--- config.mk ---
export PLATFORM = sky130hd
export DESIGN_NAME = legacy_interrupt_rotation_merge
export DESIGN_NICKNAME = d
export VERILOG_FILES = /design/src/pkg/rotation_pkg.sv /design/src/pkg/rotation_if.sv /design/src/hdl/intx_rotator.sv /design/src/hdl/legacy_interrupt_rotation_merge.sv
export VERILOG_INCLUDE_DIRS = /design/src /design/src/pkg
export SDC_FILE = /design/constraint.sdc
export NUM_CORES = 1
export LEC_CHECK = 0
export ABC_AREA = 1
export ABC_CLOCK_PERIOD_IN_PS = 1400
export BUFFER_PORTS_ARGS = -buffer_cell sky130_fd_sc_hd__buf_2
export CAP_MARGIN = 0
export CORE_MARGIN = 8
export CORE_UTILIZATION = 50
export CTS_CLUSTER_DIAMETER = 150
export DETAILED_ROUTE_END_ITERATION = 12
export PLACE_DENSITY = 0.86
export SYNTH_ARGS = -nofsm -noshare
export SYNTH_HDL_FRONTEND = slang
export SYNTH_SLANG_ARGS = --single-unit
--- constraint.sdc ---
create_clock -name mclk_in -period 1.4 [get_ports mclk_in]
set_input_delay 0.28 -clock mclk_in [delete_from_list [all_inputs] [get_ports mclk_in]]
set_output_delay 0.28 -clock mclk_in [all_outputs]
set_load 0.01 [all_outputs]
--- src/pkg/rotation_params.svh ---
`ifndef ROTATION_PARAMS_SVH
`define ROTATION_PARAMS_SVH

// ****************************************************************
// Sizes of the port set and of the legacy interrupt types.
// ****************************************************************
// Ports 0 to 6 all take inbound messages; the upstream hub link is separate.
`define NUM_PORTS 7
// Four legacy interrupt types, coded A=0, B=1, C=2, D=3.
`define NUM_TYPES 4

// ****************************************************************
// Register map.
// ****************************************************************
// Address bits 7:0 give the offset inside one port's space.
`define REG_OFS_MSB 7
// Address bits 11:8 select the port whose space is reached.
`define REG_PORT_LSB 8
`define REG_PORT_MSB 11
// Rotation control register of every port.
`define ROT_CTRL_OFS 8'h4F
// Combined interrupt vector, answered in every port's space.
`define MERGE_STATE_OFS 8'hE0
// Per-port flags showing which selectors are already written.
`define LOCK_STATE_OFS 8'hE1
// Selector field position and reset value.
`define SEL_LSB 0
`define SEL_MSB 1
`define SEL_RESET 2'h0
// Value read from unmapped offsets and reserved bits.
`define READ_ZERO 8'h00

`endif

--- src/pkg/rotation_pkg.sv ---
package rotation_pkg;
  `include "rotation_params.svh"

  // Two-bit selector and two-bit interrupt type code.
  typedef logic [1:0] sel_t;
  typedef logic [1:0] int_type_t;
  // One bit per interrupt type.
  typedef logic [`NUM_TYPES-1:0] type_vec_t;
  // One bit per port.
  typedef logic [`NUM_PORTS-1:0] port_vec_t;

  // State of the upstream message sender.
  typedef enum logic {
    UP_IDLE = 1'b0,
    UP_SEND = 1'b1
  } up_state_t;
endpackage

--- src/pkg/rotation_if.sv ---
`timescale 1ns/1ps
`include "rotation_params.svh"
// Carries selectors and raw types to the rotator and rotated types back.
interface rotation_if;
  import rotation_pkg::*;
  logic [`NUM_PORTS-1:0][1:0] sel; // Selector of each port.
  logic [`NUM_PORTS-1:0][1:0] in_type; // Received type per port.
  logic [`NUM_PORTS-1:0][1:0] rot_type; // Rotated type per port.

  modport ctrl (output sel, output in_type, input rot_type);
  modport rot (input sel, input in_type, output rot_type);
endinterface

--- src/hdl/intx_rotator.sv ---
`timescale 1ns/1ps
`include "rotation_params.svh"
// Purely combinational barrel rotation of the type code per port.
module intx_rotator
  import rotation_pkg::*;
(
  rotation_if.rot rif // Selectors and types in, rotated types out.
);

  // ****************************************************************
  // Rotation function.
  // ****************************************************************
  // Adding the selector modulo four walks A, B, C, D round the pole.
  function automatic int_type_t rotate(input int_type_t t, input sel_t s);
    rotate = int_type_t'(t + s);
  endfunction

  // Every port has its own copy, so ports never share a mapping.
  genvar p;
  generate
    for (p = 0; p < `NUM_PORTS; p++) begin : g_port
      assign rif.rot_type[p] = rotate(rif.in_type[p], rif.sel[p]);
    end
  endgenerate
endmodule

--- src/hdl/legacy_interrupt_rotation_merge.sv ---
// Function
// - Per-port two-bit selector, writable once
// - Selector rotates interrupt type by its value
// - Selector resets to zero, identity mapping
// - Each port uses only its own selector
// - Only inbound legacy interrupt messages remapped
// - Wired-OR vector changes send upstream messages
//
// Design decision made here: the strobed register port.
`timescale 1ns/1ps
`include "rotation_params.svh"
module legacy_interrupt_rotation_merge
  import rotation_pkg::*;
(
  input wire logic mclk_in, // Core clock, 10 MHz.
  input wire logic rstn_in, // Asynchronous reset, active low.
  input wire logic [11:0] reg_addr_in, // Port in 11:8, offset in 7:0.
  input wire logic [7:0] reg_wdata_in, // Register write data.
  input wire logic reg_wr_in, // Write strobe, one cycle.
  input wire logic reg_rd_in, // Read strobe, one cycle.
  output logic [7:0] reg_rdata_out, // Read data, cycle after strobe.
  input wire logic [6:0] msg_valid_in, // Inbound message per port.
  input wire logic [6:0] msg_intx_in, // Message is a legacy interrupt.
  input wire logic [6:0] msg_assert_in, // 1 assert, 0 deassert.
  input wire logic [13:0] msg_type_in, // Two-bit type per port.
  output logic up_valid_out, // Upstream message pending.
  input wire logic up_ready_in, // Hub link takes the message.
  output logic up_assert_out, // 1 assert, 0 deassert.
  output logic [1:0] up_type_out // Type of the upstream message.
);

  // ****************************************************************
  // Declarations.
  // ****************************************************************
  rotation_if rif (); // Link to the rotator.
  logic [`NUM_PORTS-1:0][1:0] sel; // Selector per port.
  logic [`NUM_PORTS-1:0][1:0] next_sel; // Next selectors.
  port_vec_t locked; // Selector already written once.
  port_vec_t next_locked; // Next lock flags.
  logic [`NUM_PORTS-1:0][3:0] held; // Asserted types per port.
  logic [`NUM_PORTS-1:0][3:0] next_held; // Next asserted types.
  type_vec_t merged; // Wired-OR of all ports.
  type_vec_t sent; // State last reported upstream.
  type_vec_t next_sent; // Next reported state.
  up_state_t up_state; // Sender state.
  up_state_t next_up_state; // Next sender state.
  logic next_up_assert; // Next message polarity.
  int_type_t next_up_type; // Next message type.
  logic [7:0] next_rdata; // Next read data.
  logic [3:0] wr_port; // Port addressed by the bus.

  assign wr_port = reg_addr_in[`REG_PORT_MSB:`REG_PORT_LSB];

  // ****************************************************************
  // Address decode.
  // ****************************************************************
  // True when the address names a given offset of an existing port.
  function automatic logic reg_hit(input logic [11:0] a,
                                   input logic [7:0] ofs);
    reg_hit = (a[`REG_OFS_MSB:0] == ofs) &&
              (a[`REG_PORT_MSB:`REG_PORT_LSB] < 4'(`NUM_PORTS));
  endfunction

  // ****************************************************************
  // Rotator.
  // ****************************************************************
  assign rif.sel = sel;
  assign rif.in_type = msg_type_in;

  intx_rotator u_rot (
    .rif (rif.rot)
  );

  // ****************************************************************
  // Selector registers.
  // ****************************************************************
  // A write reaches a selector only while its lock flag is clear.
  // Firmware must program it before interrupts flow; a late change
  // would strand an asserted type under its old mapping.
  always_comb begin
    next_sel = sel;
    next_locked = locked;
    if (reg_wr_in && reg_hit(reg_addr_in, `ROT_CTRL_OFS) &&
        !locked[wr_port[2:0]]) begin
      next_sel[wr_port[2:0]] = reg_wdata_in[`SEL_MSB:`SEL_LSB];
      next_locked[wr_port[2:0]] = 1'b1;
    end
  end

  // Registers only; reset gives the identity mapping.
  always_ff @(posedge mclk_in or negedge rstn_in) begin
    if (!rstn_in) begin
      sel <= '0;
      locked <= '0;
    end else begin
      sel <= next_sel;
      locked <= next_locked;
    end
  end

  // ****************************************************************
  // Per-port interrupt tracking.
  // ****************************************************************
  // Each port keeps its own assert bits under the rotated type.
  always_comb begin
    next_held = held;
    for (int p = 0; p < `NUM_PORTS; p++) begin
      if (msg_valid_in[p] && msg_intx_in[p]) begin
        next_held[p][rif.rot_type[p]] = msg_assert_in[p];
      end
    end
  end

  // Tracking registers.
  always_ff @(posedge mclk_in or negedge rstn_in) begin
    if (!rstn_in) begin
      held <= '0;
    end else begin
      held <= next_held;
    end
  end

  always_comb begin
    merged = '0;
    for (int p = 0; p < `NUM_PORTS; p++) begin
      merged = merged | held[p];
    end
  end

  // ****************************************************************
  // Upstream message sender.
  // ****************************************************************
  // One message at a time; the lowest changed type goes first, so
  // several changes in one cycle drain in type order.
  always_comb begin
    next_up_state = up_state;
    next_sent = sent;
    next_up_assert = up_assert_out;
    next_up_type = up_type_out;
    if (up_state == UP_IDLE || up_ready_in) begin
      next_up_state = UP_IDLE;
      for (int t = `NUM_TYPES - 1; t >= 0; t--) begin
        if (merged[t] != sent[t]) begin
          next_up_state = UP_SEND;
          next_up_type = int_type_t'(t);
          next_up_assert = merged[t];
        end
      end
      if (next_up_state == UP_SEND) begin
        next_sent[next_up_type] = next_up_assert;
      end
    end
  end

  // Sender registers.
  always_ff @(posedge mclk_in or negedge rstn_in) begin
    if (!rstn_in) begin
      up_state <= UP_IDLE;
      sent <= '0;
      up_assert_out <= 1'b0;
      up_type_out <= 2'h0;
    end else begin
      up_state <= next_up_state;
      sent <= next_sent;
      up_assert_out <= next_up_assert;
      up_type_out <= next_up_type;
    end
  end

  assign up_valid_out = (up_state == UP_SEND);

  // ****************************************************************
  // Register read.
  // ****************************************************************
  // Data stand only in the cycle after the strobe, zero otherwise.
  always_comb begin
    next_rdata = `READ_ZERO;
    if (reg_rd_in) begin
      if (reg_hit(reg_addr_in, `ROT_CTRL_OFS)) begin
        next_rdata = {6'h00, sel[wr_port[2:0]]};
      end else if (reg_hit(reg_addr_in, `MERGE_STATE_OFS)) begin
        next_rdata = {4'h0, merged};
      end else if (reg_hit(reg_addr_in, `LOCK_STATE_OFS)) begin
        next_rdata = {1'b0, locked};
      end
    end
  end

  // Read data register.
  always_ff @(posedge mclk_in or negedge rstn_in) begin
    if (!rstn_in) begin
      reg_rdata_out <= `READ_ZERO;
    end else begin
      reg_rdata_out <= next_rdata;
    end
  end

  // ****************************************************************
  // Assertions.
  // ****************************************************************
  logic sel_without_write; // Nonzero selector never written.
  always_comb begin
    sel_without_write = 1'b0;
    for (int p = 0; p < `NUM_PORTS; p++) begin
      if (!locked[p] && sel[p] != 2'h0) sel_without_write = 1'b1;
    end
  end

  AST_SEL_WRITE_ONCE: assert property (
    @(posedge mclk_in) disable iff (!rstn_in)
    (reg_wr_in && reg_hit(reg_addr_in, `ROT_CTRL_OFS) &&
     locked[wr_port[2:0]]) |=> $stable(sel))
    else $error("Locked selector changed by a write.");

  AST_SEL_FIRST_WRITE: assert property (
    @(posedge mclk_in) disable iff (!rstn_in)
    (reg_wr_in && reg_hit(reg_addr_in, `ROT_CTRL_OFS) &&
     !locked[wr_port[2:0]]) |=>
    sel[$past(wr_port[2:0])] == $past(reg_wdata_in[1:0]))
    else $error("First selector write not taken.");

  AST_SEL_RESET_ZERO: assert property (
    @(posedge mclk_in) disable iff (!rstn_in)
    !sel_without_write)
    else $error("Unwritten selector is not zero.");

  AST_ROTATE_PORT0: assert property (
    @(posedge mclk_in) disable iff (!rstn_in)
    (msg_valid_in[0] && msg_intx_in[0] && msg_assert_in[0]) |=>
    held[0][2'($past(msg_type_in[1:0]) + $past(sel[0]))])
    else $error("Port 0 assert not held under rotated type.");

  AST_PORT_INDEPENDENT: assert property (
    @(posedge mclk_in) disable iff (!rstn_in)
    (msg_valid_in == 7'h02) |=> $stable(held[0]))
    else $error("Port 1 message changed port 0 state.");

  AST_NON_INTX_IGNORED: assert property (
    @(posedge mclk_in) disable iff (!rstn_in)
    !(|(msg_valid_in & msg_intx_in)) |=> $stable(held))
    else $error("Non-interrupt message changed tracking.");

  AST_UP_REPORT: assert property (
    @(posedge mclk_in) disable iff (!rstn_in)
    (merged != sent && up_state == UP_IDLE) |=> up_valid_out)
    else $error("Merged change not sent upstream.");

  AST_UP_HOLD: assert property (
    @(posedge mclk_in) disable iff (!rstn_in)
    (up_valid_out && !up_ready_in) |=>
    up_valid_out && $stable(up_type_out) && $stable(up_assert_out))
    else $error("Upstream message dropped before taken.");

  AST_RSV_ZERO: assert property (
    @(posedge mclk_in) disable iff (!rstn_in)
    (reg_rd_in && reg_hit(reg_addr_in, `ROT_CTRL_OFS)) |=>
    reg_rdata_out[7:2] == 6'h00)
    else $error("Reserved selector bits not zero.");
endmodule

==> results of run 1 <==
## repair_timing
| item | CTS | global route |
|---|---|---|
| hold buffers | 1 | 0 |
| gates resized for setup | 18 | 47 |
| endpoints found under the hold margin | 64 | 0 |
| setup endpoints to repair | 11 | 38 |
| pin swaps | 19 | 28 |
| buffers inserted | 4 | 9 |
## how the worst max path moves through the flow
stage | endpoint | slack (ps) | start | depth (start not counted)
3_3_place_gp | sent[2] | -130 | held[5] | 10
2_1_floorplan | sent[2] | 3 | held[16] | 10
3_5_place_dp | sent[3] | -210 | held[6] | 10
5_1_grt | sent[2] | -270 | held[25] | 10
4_1_cts | sent[3] | -120 | held[2] | 10
6_report | sent[2] | -160 | held[16] | 10
## cells in the mapped netlist, types with 2 or more instances
cell,number
xor2_1,7
o22ai_1,6
nand2_2,3
nor2_8,2
nand3_1,9
a21oi_1,17
nor3_1,5
clkinv_1,2
nor3_2,2
ha_1,7
o21ai_1,38
nand2_1,112
inv_1,62
o22ai_2,2
nor4_1,2
a31oi_1,14
inv_2,4
nand4_4,7
dfrtp_1,64
xnor2_1,7
nor2_1,42
o21ai_0,3
o21ai_2,2
## layer usage
layer  global-route usage  part of all wire  vias to the layer above
met5                    0                 0                        -
li1                     -                 -                     1643
met1                0.217              0.38                     1687
met3               0.0412             0.066                       38
met4                0.118             0.037                        0
met2                0.344              0.52                      151
## power by group through the flow
| stage | sequential [W] | combinational [W] | clock, W |
|---|---|---|---|
| 2_1_floorplan | 0.00227 | 0.000781 | 0 |
| 3_3_place_gp | 0.00228 | 0.00137 | 0 |
| 3_5_place_dp | 0.00230 | 0.00143 | 0 |
| 4_1_cts | 0.00227 | 0.00157 | 0.00185 |
| 5_1_grt | 0.00233 | 0.00210 | 0.00193 |
| 6_report | 0.00230 | 0.00193 | 0.00185 |
## worst max-delay path: stages (launching register included)
cell and delay (ps):
dfrtp_1 380, nor2_1 130, nand2_1 130, o21ai_2 220, nand2_2 110, nor2_4 150, nand3_4 110, clkinv_2 70
nand2_1 50, nand2_1 50, nand2_1 50
## state kept, by name, summed over array words and instances, names as in the netlist
name and count:
held 28, locked 7, reg_rdata_out 7, rif.sel 14
sent 4, up_assert_out 1, up_type_out 2, up_valid_out 1
## through the flow
step                worst slack, ps   util  TNS, ps
CTS                            -120  0.674     -542
global placement               -127  0.627    -1620
floorplan                      2.78      -        0
global route                   -274  0.712    -1960
finish                         -157  0.712    -1090
detailed placement             -214  0.627    -3030
## layout make-up
cell class / count / area [um^2]
inverter: 69 / 263
fill: 480 / 1940
clock buffer: 11 / 151
sequential: 64 / 1600
clock inverter: 5 / 78.8
tap: 80 / 100
timing repair buffer: 121 / 771
multi-input combinational: 294 / 1850
## kinds of logic after synthesis
| kind of cell | count (synthesis) | synth area share |
|---|---|---|
| AOI/OAI and AO/OA | 83 | 0.134 |
| DFF | 64 | 0.460 |
| other | 1 | 0.00108 |
| and+or+nand+nor | 189 | 0.267 |
| adders and majority gates | 7 | 0.0252 |
| xor gates and xnor gates | 14 | 0.0353 |
| buffers and inverters | 70 | 0.0773 |
==> qor.yml, run 1 <==
async_reset_ff_frac: 1.00
maxCapViolations: 0
finalWorstPathRequiredPeriod_ps: 1560
power.density_cell_area_nw_per_um2: 1260
initial_core_util: 0.515
floorplan.io_pins: 72
synth_enable_flop_cells: 0
worstReg2RegStart: "held[16]"
dr_pass1_iterations: 5
number_of_global_route_vias_before_repair: 3478
post_synth_num_cell_types: 32
worst_clock_skew_ps: 8.39
setup_slack_ps: -157
setup.reg_to_reg.worst_slack_ps: -160
route.detailed.vias_per_inst: 5.46
drc_errors: 0
synth_nets: 495
die_width_um: 99.4
synth_top_cells_by_area: "dfrtp_1, nand2_1, inv_1"
grt_setup_unrepaired: "yes"
routed_wirelength_um: 10300
r2r-end: "sent[2]"
static-leakage-power_nw: 2.54
grtUsageTotal: 0.198
hold_path_end: "reg_rdata_out[6]"
total_clock_buffers_created_by_cts: 9
cts_tree: "done"
grt_remaining_overflow: 0
final.period_utilization: 1.11
detailedRoute.firstIterationViolations: 230
worstPathMaxFanout: 4
synth-main-ff-cell: "dfrtp_1"
internal_dissipation_w: 0.00408
syn_avg_cell_area_um2: 8.13
antenna_cells_inserted: 0
worst_r2r_path_depth: 10
route.detailed.wl_per_inst_um: 15.9
synth.ff_latch_count: 64
setup.worst_path.class: "reg2reg"
h-tree-depth: 3
worst_hold_slack_ps: 191
required_ps: 1640
dieArea_um2: 9880
power.clock.fraction: 0.305
rows: 30
hold_class: "in2reg"
p_sw_frac: 0.329
power_switching_w: 0.00200
mostFrequentLayoutCells: "nand2_1, dfrtp_1, buf_2"
timing.critical_path.arrival_ps: 1800
place_area_um2: 4230
dp.cells: 615
clock_latency_late_sink_ps: 350
final-max-slew-violation-count: 0
run_status: "finished, violations left"
startpoint_type: "flip-flop"
min_path_cells: 3
setup_viol: 9
antenna_violations_before_repair: 0
power.share.combinational: 0.317
finish.instance_area_um2: 4810
grt_max_degree: 65
failed_checks: "negative setup slack"
cts-root-buf: "clkbuf_8"
finalNonFillerCells: 644
synth_top_cell_by_area: "dfrtp_1"
floorplan.die.height_um: 99.4
max_clock_freq_mhz: 642
nets: 626
ir_worst_vdd_v: 0.000633
totalPowerFinal_w: 0.00608
placer_congestion_estimate: 0.853
syn-instance-count: 428
yosysWarningCount: 0
critPathCaptureType: "flip-flop"
layout.cells.most_common: "nand2_1"
core_area_um2: 6760
io_buffer_count: 64
p_seq_frac: 0.378
wire_length_of_the_first_global_routing_pass_um: 15700
antenna_violating_nets_post_route: 0
dpl.hpwl_um: 7000
finalHoldViolations: 0
clk_path_buf_depth: 2
numClockSinks: 64
worstHoldStart: "reg_rd_in"
clk_pin_slew_ps: 70
syn-cell-area_um2: 3480
synth.top_cell.area_share: 0.460
ys_seq_area_frac: 0.460
area.growth.synth_to_final_pct: 38.4
final_layout_size_suffix_gt1_frac: 0.387
detailroute.via_count: 3519
Power figures use the tool's default switching activity.
==> run 2, diff against run 1 <==
--- a/config.mk
+++ b/config.mk
@@ -14,7 +14,8 @@
 export CORE_UTILIZATION = 50
 export CTS_CLUSTER_DIAMETER = 150
 export DETAILED_ROUTE_END_ITERATION = 12
-export PLACE_DENSITY = 0.86
+export PLACE_DENSITY = 0.85
 export SYNTH_ARGS = -nofsm -noshare
 export SYNTH_HDL_FRONTEND = slang
+export SYNTH_HIERARCHICAL = 1
 export SYNTH_SLANG_ARGS = --single-unit
==> qor.yml, run 2 <==
total_clock_buffers_created_by_cts: 9  # unchanged
h-tree-depth: 3  # unchanged
post_synth_num_cell_types: 30  # -6.3%
worstPathMaxFanout: 4  # unchanged
antenna_violating_nets_post_route: 0  # unchanged
async_reset_ff_frac: 1.00  # unchanged
layout.cells.most_common: "nand2_1"
yosysWarningCount: 6  # +6
dr_pass1_iterations: 4  # -1
top_register: "held"
dpl.hpwl_um: 8040  # +15%
timing.critical_path.arrival_ps: 1920  # +120 ps
final.period_utilization: 1.20  # +0.0874
grt_max_degree: 65  # unchanged
synth_nets: 590  # +19%
routed_wirelength_um: 11000  # +7.5%
synth.most_common_cell: "nand2_1"
io_buffer_count: 64  # unchanged
grtUsageTotal: 0.214  # +0.0163
mostFrequentLayoutCells: "nand2_1, inv_1, buf_4"
finalHoldViolations: 0  # unchanged
route.detailed.wl_per_inst_um: 14.2  # -11%
final_layout_size_suffix_gt1_frac: 0.343  # -0.0433
setup.worst_path.class: "reg2reg"
die_width_um: 102  # +2.5%
setup.reg_to_reg.worst_slack_ps: -280  # -120 ps
hold_class: "in2reg"
totalPowerFinal_w: 0.00606  # -0.31%
antenna_violations_before_repair: 0  # unchanged
nets: 738  # +18%
synth-main-ff-cell: "dfrtp_1"
rows: 31  # +3.3%
syn_avg_cell_area_um2: 7.05  # -13%
largest_register_ff_count: 28  # unchanged
clk_pin_slew_ps: 70  # about the same
critPathCaptureType: "flip-flop"
synth_top_cell_by_area: "dfrtp_1"
syn-cell-area_um2: 3690  # +6.0%
numClockSinks: 64  # unchanged
ys_seq_area_frac: 0.434  # -0.0261
drc_errors: 0  # unchanged
detailedRoute.firstIterationViolations: 208  # -9.6%
detailroute.via_count: 4043  # +15%
number_of_global_route_vias_before_repair: 4029  # +16%
maxCapViolations: 0  # unchanged
placer_congestion_estimate: 0.930  # +8.9%
antenna_cells_inserted: 0  # unchanged
critPathMaxStageDelay_ps: 400  # +20 ps
finalWorstPathRequiredPeriod_ps: 1680  # +122 ps
setup_slack_ps: -280  # -122 ps
timing.critical_path.slowest_stage_cell: "dfrtp_1"
core_area_um2: 7210  # +6.8%
worst_clock_skew_ps: 6.60  # -1.79 ps
startpoint_type: "flip-flop"
initial_core_util: 0.511  # -0.00372
setup_viol: 8  # -1
cpMostUsedCell: "nand2_1"
max_clock_freq_mhz: 595  # -7.3%
wire_length_of_the_first_global_routing_pass_um: 17500  # +11%
post_synth_most_frequent_cells: "nand2_1, inv_1, dfrtp_1"
ir_worst_vdd_v: 0.000824  # +30%
failed_checks: "negative setup slack"
fin_setup_tns_ps: -1610  # -524 ps
final-max-slew-violation-count: 0  # unchanged
dieArea_um2: 10400  # +5.0%
synth_enable_flop_cells: 0  # unchanged
cts_tree: "done"
power.density_cell_area_nw_per_um2: 1180  # -6.5%
synth.top_cell.area_share: 0.434  # -0.0261
required_ps: 1640  # about the same
worst_hold_slack_ps: 166  # -24.9 ps
clk_path_buf_depth: 2  # unchanged
syn-instance-count: 523  # +22%
floorplan.die.height_um: 102  # +2.5%
run_status: "finished, violations left"
crit_path_cell_trace: "nor2_2 > nand2_2 > nor2_2 > nand2_1 > nand2_2 > nor2_2 > nand2_1 > nand2_2 > nor2_4 > nand2_1 > nand2_1 > nand2_1"
grt_setup_unrepaired: "yes"
floorplan.io_pins: 72  # unchanged
cts-root-buf: "clkbuf_8"
area.growth.synth_to_final_pct: 39.2
route.detailed.vias_per_inst: 5.22  # -4.5%
grt_remaining_overflow: 0  # unchanged
static-leakage-power_nw: 2.82  # +11%
synth.ff_latch_count: 64  # unchanged
largest_registers: "held x28, rif.sel x14"
clock_latency_late_sink_ps: 340  # about the same
synth_top_cells_by_area: "dfrtp_1, nand2_1, inv_1"
## run 2: cell types whose count changed after synthesis, sizes merged, moves of 7 or more
| cell | previous run | this run |
|---|---|---|
| a31oi | 14 | 2 |
| xor2 | 7 | 0 |
| a21oi | 17 | 8 |
| nand2 | 115 | 160 |
| nand3 | 10 | 57 |
| nor3 | 7 | 19 |
| xnor2 | 7 | 0 |
| inv | 67 | 95 |
## run 2: cells by family (layout without fill, tap and decap cells)
kind of cell	Yosys count	count (layout)	synth area share
AOI/OAI and AO/OA	58	58	0.0886
DFF	64	64	0.434
other	1	1	0.00102
buffers and inverters	98	251	0.106
adders and majority gates	7	7	0.0238
and+or+nand+nor	295	295	0.346
## run 2: critical path, delay by kind of cell (launching register included)
family / cells / cell delay, ps
flip-flops: 1 / 400
AND/OR/NAND/NOR: 12 / 1170
## run 2: routing by layer
| metal | up-vias | global-route usage | part of all wire |
|---|---|---|---|
| met5 | - | 0 | 0 |
| met4 | 0 | 0.0621 | 0.025 |
| met3 | 30 | 0.0572 | 0.060 |
| met2 | 148 | 0.396 | 0.52 |
| met1 | 1894 | 0.232 | 0.40 |
| li1 | 1971 | - | - |
## run 2: area by class of cell
class	instances	area [um^2]
fill	563	2080
multi-input combinational	361	1940
sequential	64	1600
timing repair buffer	140	925
inverter	95	359
clock buffer	14	173
tap	99	124
clock inverter	2	12.5
## run 2: metrics by stage
step | util | cells | instance area (um^2) | worst slack (ps)
floorplan | - | 523 | 3700 | 1.45
global placement | 0.631 | 740 | 4550 | -251
detailed placement | 0.631 | 740 | 4550 | -306
CTS | 0.676 | 764 | 4880 | -195
global route | 0.711 | 775 | 5130 | -399
finish | 0.711 | 775 | 5130 | -280
## run 2: what timing repair did
item,CTS,global route
hold endpoints to repair,64,0
cloned,0,0
endpoints found under the setup margin,24,30
pin swaps,12,39
gates resized for setup,31,50
buffers inserted,7,11
hold buffers,1,0
## run 2: final timing paths
check,start,to,cells after the start
worst min register to register,locked[4],locked[4],2
worst min-delay path,msg_assert_in[4],held[19],3
worst max register to register,held[16],sent[0],12
max in group asynchronous,rstn_in,up_valid_out,3
worst max-delay path,held[16],sent[0],12
min in group asynchronous,rstn_in,held[17],3
## run 2: power by group
part           switching, W  internal, W
clock              0.000722     0.000787
sequential         0.000213      0.00212
combinational       0.00121      0.00101
total               0.00214      0.00392
==> run 3, diff against run 2 <==
--- a/config.mk
+++ b/config.mk
@@ -7,14 +7,15 @@
 export NUM_CORES = 1
 export LEC_CHECK = 0
 export ABC_AREA = 1
-export ABC_CLOCK_PERIOD_IN_PS = 1400
-export BUFFER_PORTS_ARGS = -buffer_cell sky130_fd_sc_hd__buf_2
+export ABC_CLOCK_PERIOD_IN_PS = 1950
+export BUFFER_PORTS_ARGS = -buffer_cell sky130_fd_sc_hd__buf_4
 export CAP_MARGIN = 0
+export CORE_ASPECT_RATIO = 0.75
 export CORE_MARGIN = 8
-export CORE_UTILIZATION = 50
+export CORE_UTILIZATION = 55
 export CTS_CLUSTER_DIAMETER = 150
 export DETAILED_ROUTE_END_ITERATION = 12
-export PLACE_DENSITY = 0.85
+export PLACE_DENSITY = 0.89
 export SYNTH_ARGS = -nofsm -noshare
 export SYNTH_HDL_FRONTEND = slang
 export SYNTH_HIERARCHICAL = 1
==> constraint.sdc (replaced) <==
create_clock -name mclk_in -period 1.95 [get_ports mclk_in]
set_input_delay 0.39 -clock mclk_in [delete_from_list [all_inputs] [get_ports mclk_in]]
set_output_delay 0.39 -clock mclk_in [all_outputs]
set_load 0.01 [all_outputs]
==> qor.yml, run 3 (synthesis gave the netlist of run 2 again) <==
worst_r2r_path_depth: 12  # unchanged
grt_remaining_overflow: 0  # unchanged
static-leakage-power_nw: 2.53  # -10%
dr_pass1_iterations: 4  # unchanged
route.detailed.wl_per_inst_um: 14.5  # +1.6%
routed_wirelength_um: 10100  # -8.8%
h-tree-depth: 3  # unchanged
total_clock_buffers_created_by_cts: 9  # unchanged
largest_registers: "held x28, rif.sel x14"
number_of_global_route_vias_before_repair: 3766  # -6.5%
detailedRoute.firstIterationViolations: 224  # +7.7%
floorplan.io_pins: 72  # unchanged
clock_latency_late_sink_ps: 340  # about the same
io_buffer_count: 64  # unchanged
finish.instance_area_um2: 4560  # -11%
worstReg2RegStart: "held[9]"
power.share.combinational: 0.289  # -0.078
internal_dissipation_w: 0.00252  # -36%
final_layout_size_suffix_gt1_frac: 0.176  # -0.167
rows: 26  # -16%
r2r-end: "sent[1]"
hold_class: "in2reg"
antenna_violations_before_repair: 0  # unchanged
groute.layer.met2.usage: 0.357  # -0.0395
grt_util_met3: 0.0634  # +0.00614
initial_core_util: 0.556  # +0.0445
timing.critical_path.slowest_stage_cell: "dfrtp_1"
number_of_setup_buffers_added_after_cts: 0  # -7
antenna_cells_inserted: 0  # unchanged
final.period_utilization: 0.948  # -0.251
worstHoldStart: "msg_assert_in[4]"
final-max-slew-violation-count: 0  # unchanged
crit_path_cell_trace: "nor2_2 > nand2_1 > nor2_1 > nand2_1 > nand2_1 > inv_1 > nand2_1 > nand2_1 > inv_1 > nand2_1 > nand2_1 > nand2_1"
layout.cells.most_common: "nand2_1"
dieArea_um2: 9610  # -7.4%
clk_pin_slew_ps: 70  # about the same
worst_clock_skew_ps: 7.40  # +0.796 ps
antenna_violating_nets_post_route: 0  # unchanged
cts-root-buf: "clkbuf_8"
timing.critical_path.arrival_ps: 2080  # +160 ps
setup.worst_path.class: "reg2reg"
hold_path_end: "held[19]"
max_clock_freq_mhz: 541  # -9.2%
run_status: "completed"
core_area_um2: 6640  # -8.0%
maxCapViolations: 0  # unchanged
cpMostUsedCell: "nand2_1"
finalWorstPathRequiredPeriod_ps: 1850  # +169 ps
grt_max_degree: 35  # -46%
route.detailed.vias_per_inst: 5.39  # +3.3%
die_width_um: 111  # +8.5%
grtUsageTotal: 0.212  # -0.00149
wire_length_of_the_first_global_routing_pass_um: 16800  # -4.0%
power.density_cell_area_nw_per_um2: 847  # -28%
dpl.hpwl_um: 7990  # -0.56%
floorplan.die.height_um: 86.9  # -15%
ir_worst_vdd_v: 0.000430  # -48%
area.growth.synth_to_final_pct: 23.6
largest_register_ff_count: 28  # unchanged
top_register: "held"
mostFrequentLayoutCells: "nand2_1, inv_1, buf_4"
detailroute.via_count: 3752  # -7.2%
fill_cells: 561  # -0.36%
critPathMaxStageDelay_ps: 420  # +20 ps
numClockSinks: 64  # unchanged
startpoint_type: "flip-flop"
setup_viol: 0  # -8
setup.reg_to_reg.worst_slack_ps: 100  # +380 ps
clk_path_buf_depth: 2  # unchanged
worstPathMaxFanout: 6  # +2
gr-max-usage-layer: "met2"
p_seq_frac: 0.430  # +0.046
power_switching_w: 0.00134  # -38%
nets: 674  # -8.7%
finalHoldViolations: 0  # unchanged
cts_tree: "done"
place_area_um2: 4340  # -4.7%
drc_errors: 0  # unchanged
use_met1: 0.247  # +0.0151
critPathCaptureType: "flip-flop"
p_sw_frac: 0.346  # -0.00764
placer_congestion_estimate: 0.916  # -1.4%
fin_setup_tns_ps: 0  # +1610 ps
power.clock.fraction: 0.281  # +0.032
required_ps: 2180  # +540 ps
min_path_cells: 3  # unchanged
[run 3: what timing repair did]
| item | 4_1_cts | 5_1_grt |
|---|---|---|
| gates resized for setup | 1 | 10 |
| hold buffers | 1 | 0 |
| cloned | 0 | 0 |
| pin swaps | 0 | 2 |
| hold endpoints to repair | 9 | 0 |
| setup endpoints to repair | 1 | 4 |
[run 3: cell type report]
class	instances	area (um^2)	share of cell area
multi-input cells	361	1730	0.379
clock inverters	3	42.5	0.00933
well taps	84	105	0.0231
inverters	95	359	0.0788
repair buffers	76	586	0.128
flip-flops and latches	64	1600	0.351
clock buffers	13	139	0.0305
[run 3: power groups by stage]
| stage | clock [W] | sequential, W | combinational (W) |
|---|---|---|---|
| 4_1_cts | 0.00110 | 0.00165 | 0.00105 |
| 3_5_place_dp | 0 | 0.00168 | 0.00103 |
| 2_1_floorplan | 0 | 0.00165 | 0.000648 |
| 6_report | 0.00108 | 0.00166 | 0.00112 |
| 5_1_grt | 0.00116 | 0.00168 | 0.00126 |
| 3_3_place_gp | 0 | 0.00166 | 0.000967 |
[run 3: metrics by stage]
stage	hold WS, ps	util	cells	worst slack (ps)	power, W
2_1_floorplan	94.4	-	523	469	0.00230
3_3_place_gp	364	0.653	679	198	0.00263
3_5_place_dp	361	0.653	679	50.9	0.00270
4_1_cts	277	0.682	696	80.2	0.00379
5_1_grt	281	0.687	696	-59.2	0.00409
6_report	288	0.687	696	101	0.00386
[run 3: metal layers]
layer | wire length, um | part of all wire | up-vias
met1 | 4210 | 0.42 | 1716
met3 | 712 | 0.071 | 29
li1 | - | - | 1842
met2 | 4870 | 0.48 | 165
met5 | 0 | 0 | -
met4 | 281 | 0.028 | 0
[run 3: critical path: cells and delay by family, from the launching register on]
family / cells / cell delay (ps)
buf+inv: 2 / 260
simple gates: 10 / 1040
flops: 1 / 420
[run 3: worst max-delay path by stage]
stage          startpoint  endpoint  slack, ps  cells past startpoint
2_1_floorplan    held[11]   sent[0]        470                     10
3_3_place_gp     held[16]   sent[3]        200                     10
3_5_place_dp     held[11]   sent[1]         50                     10
4_1_cts          held[18]   sent[1]         80                     12
5_1_grt           held[5]   sent[1]        -60                     12
6_report          held[9]   sent[1]        100                     12
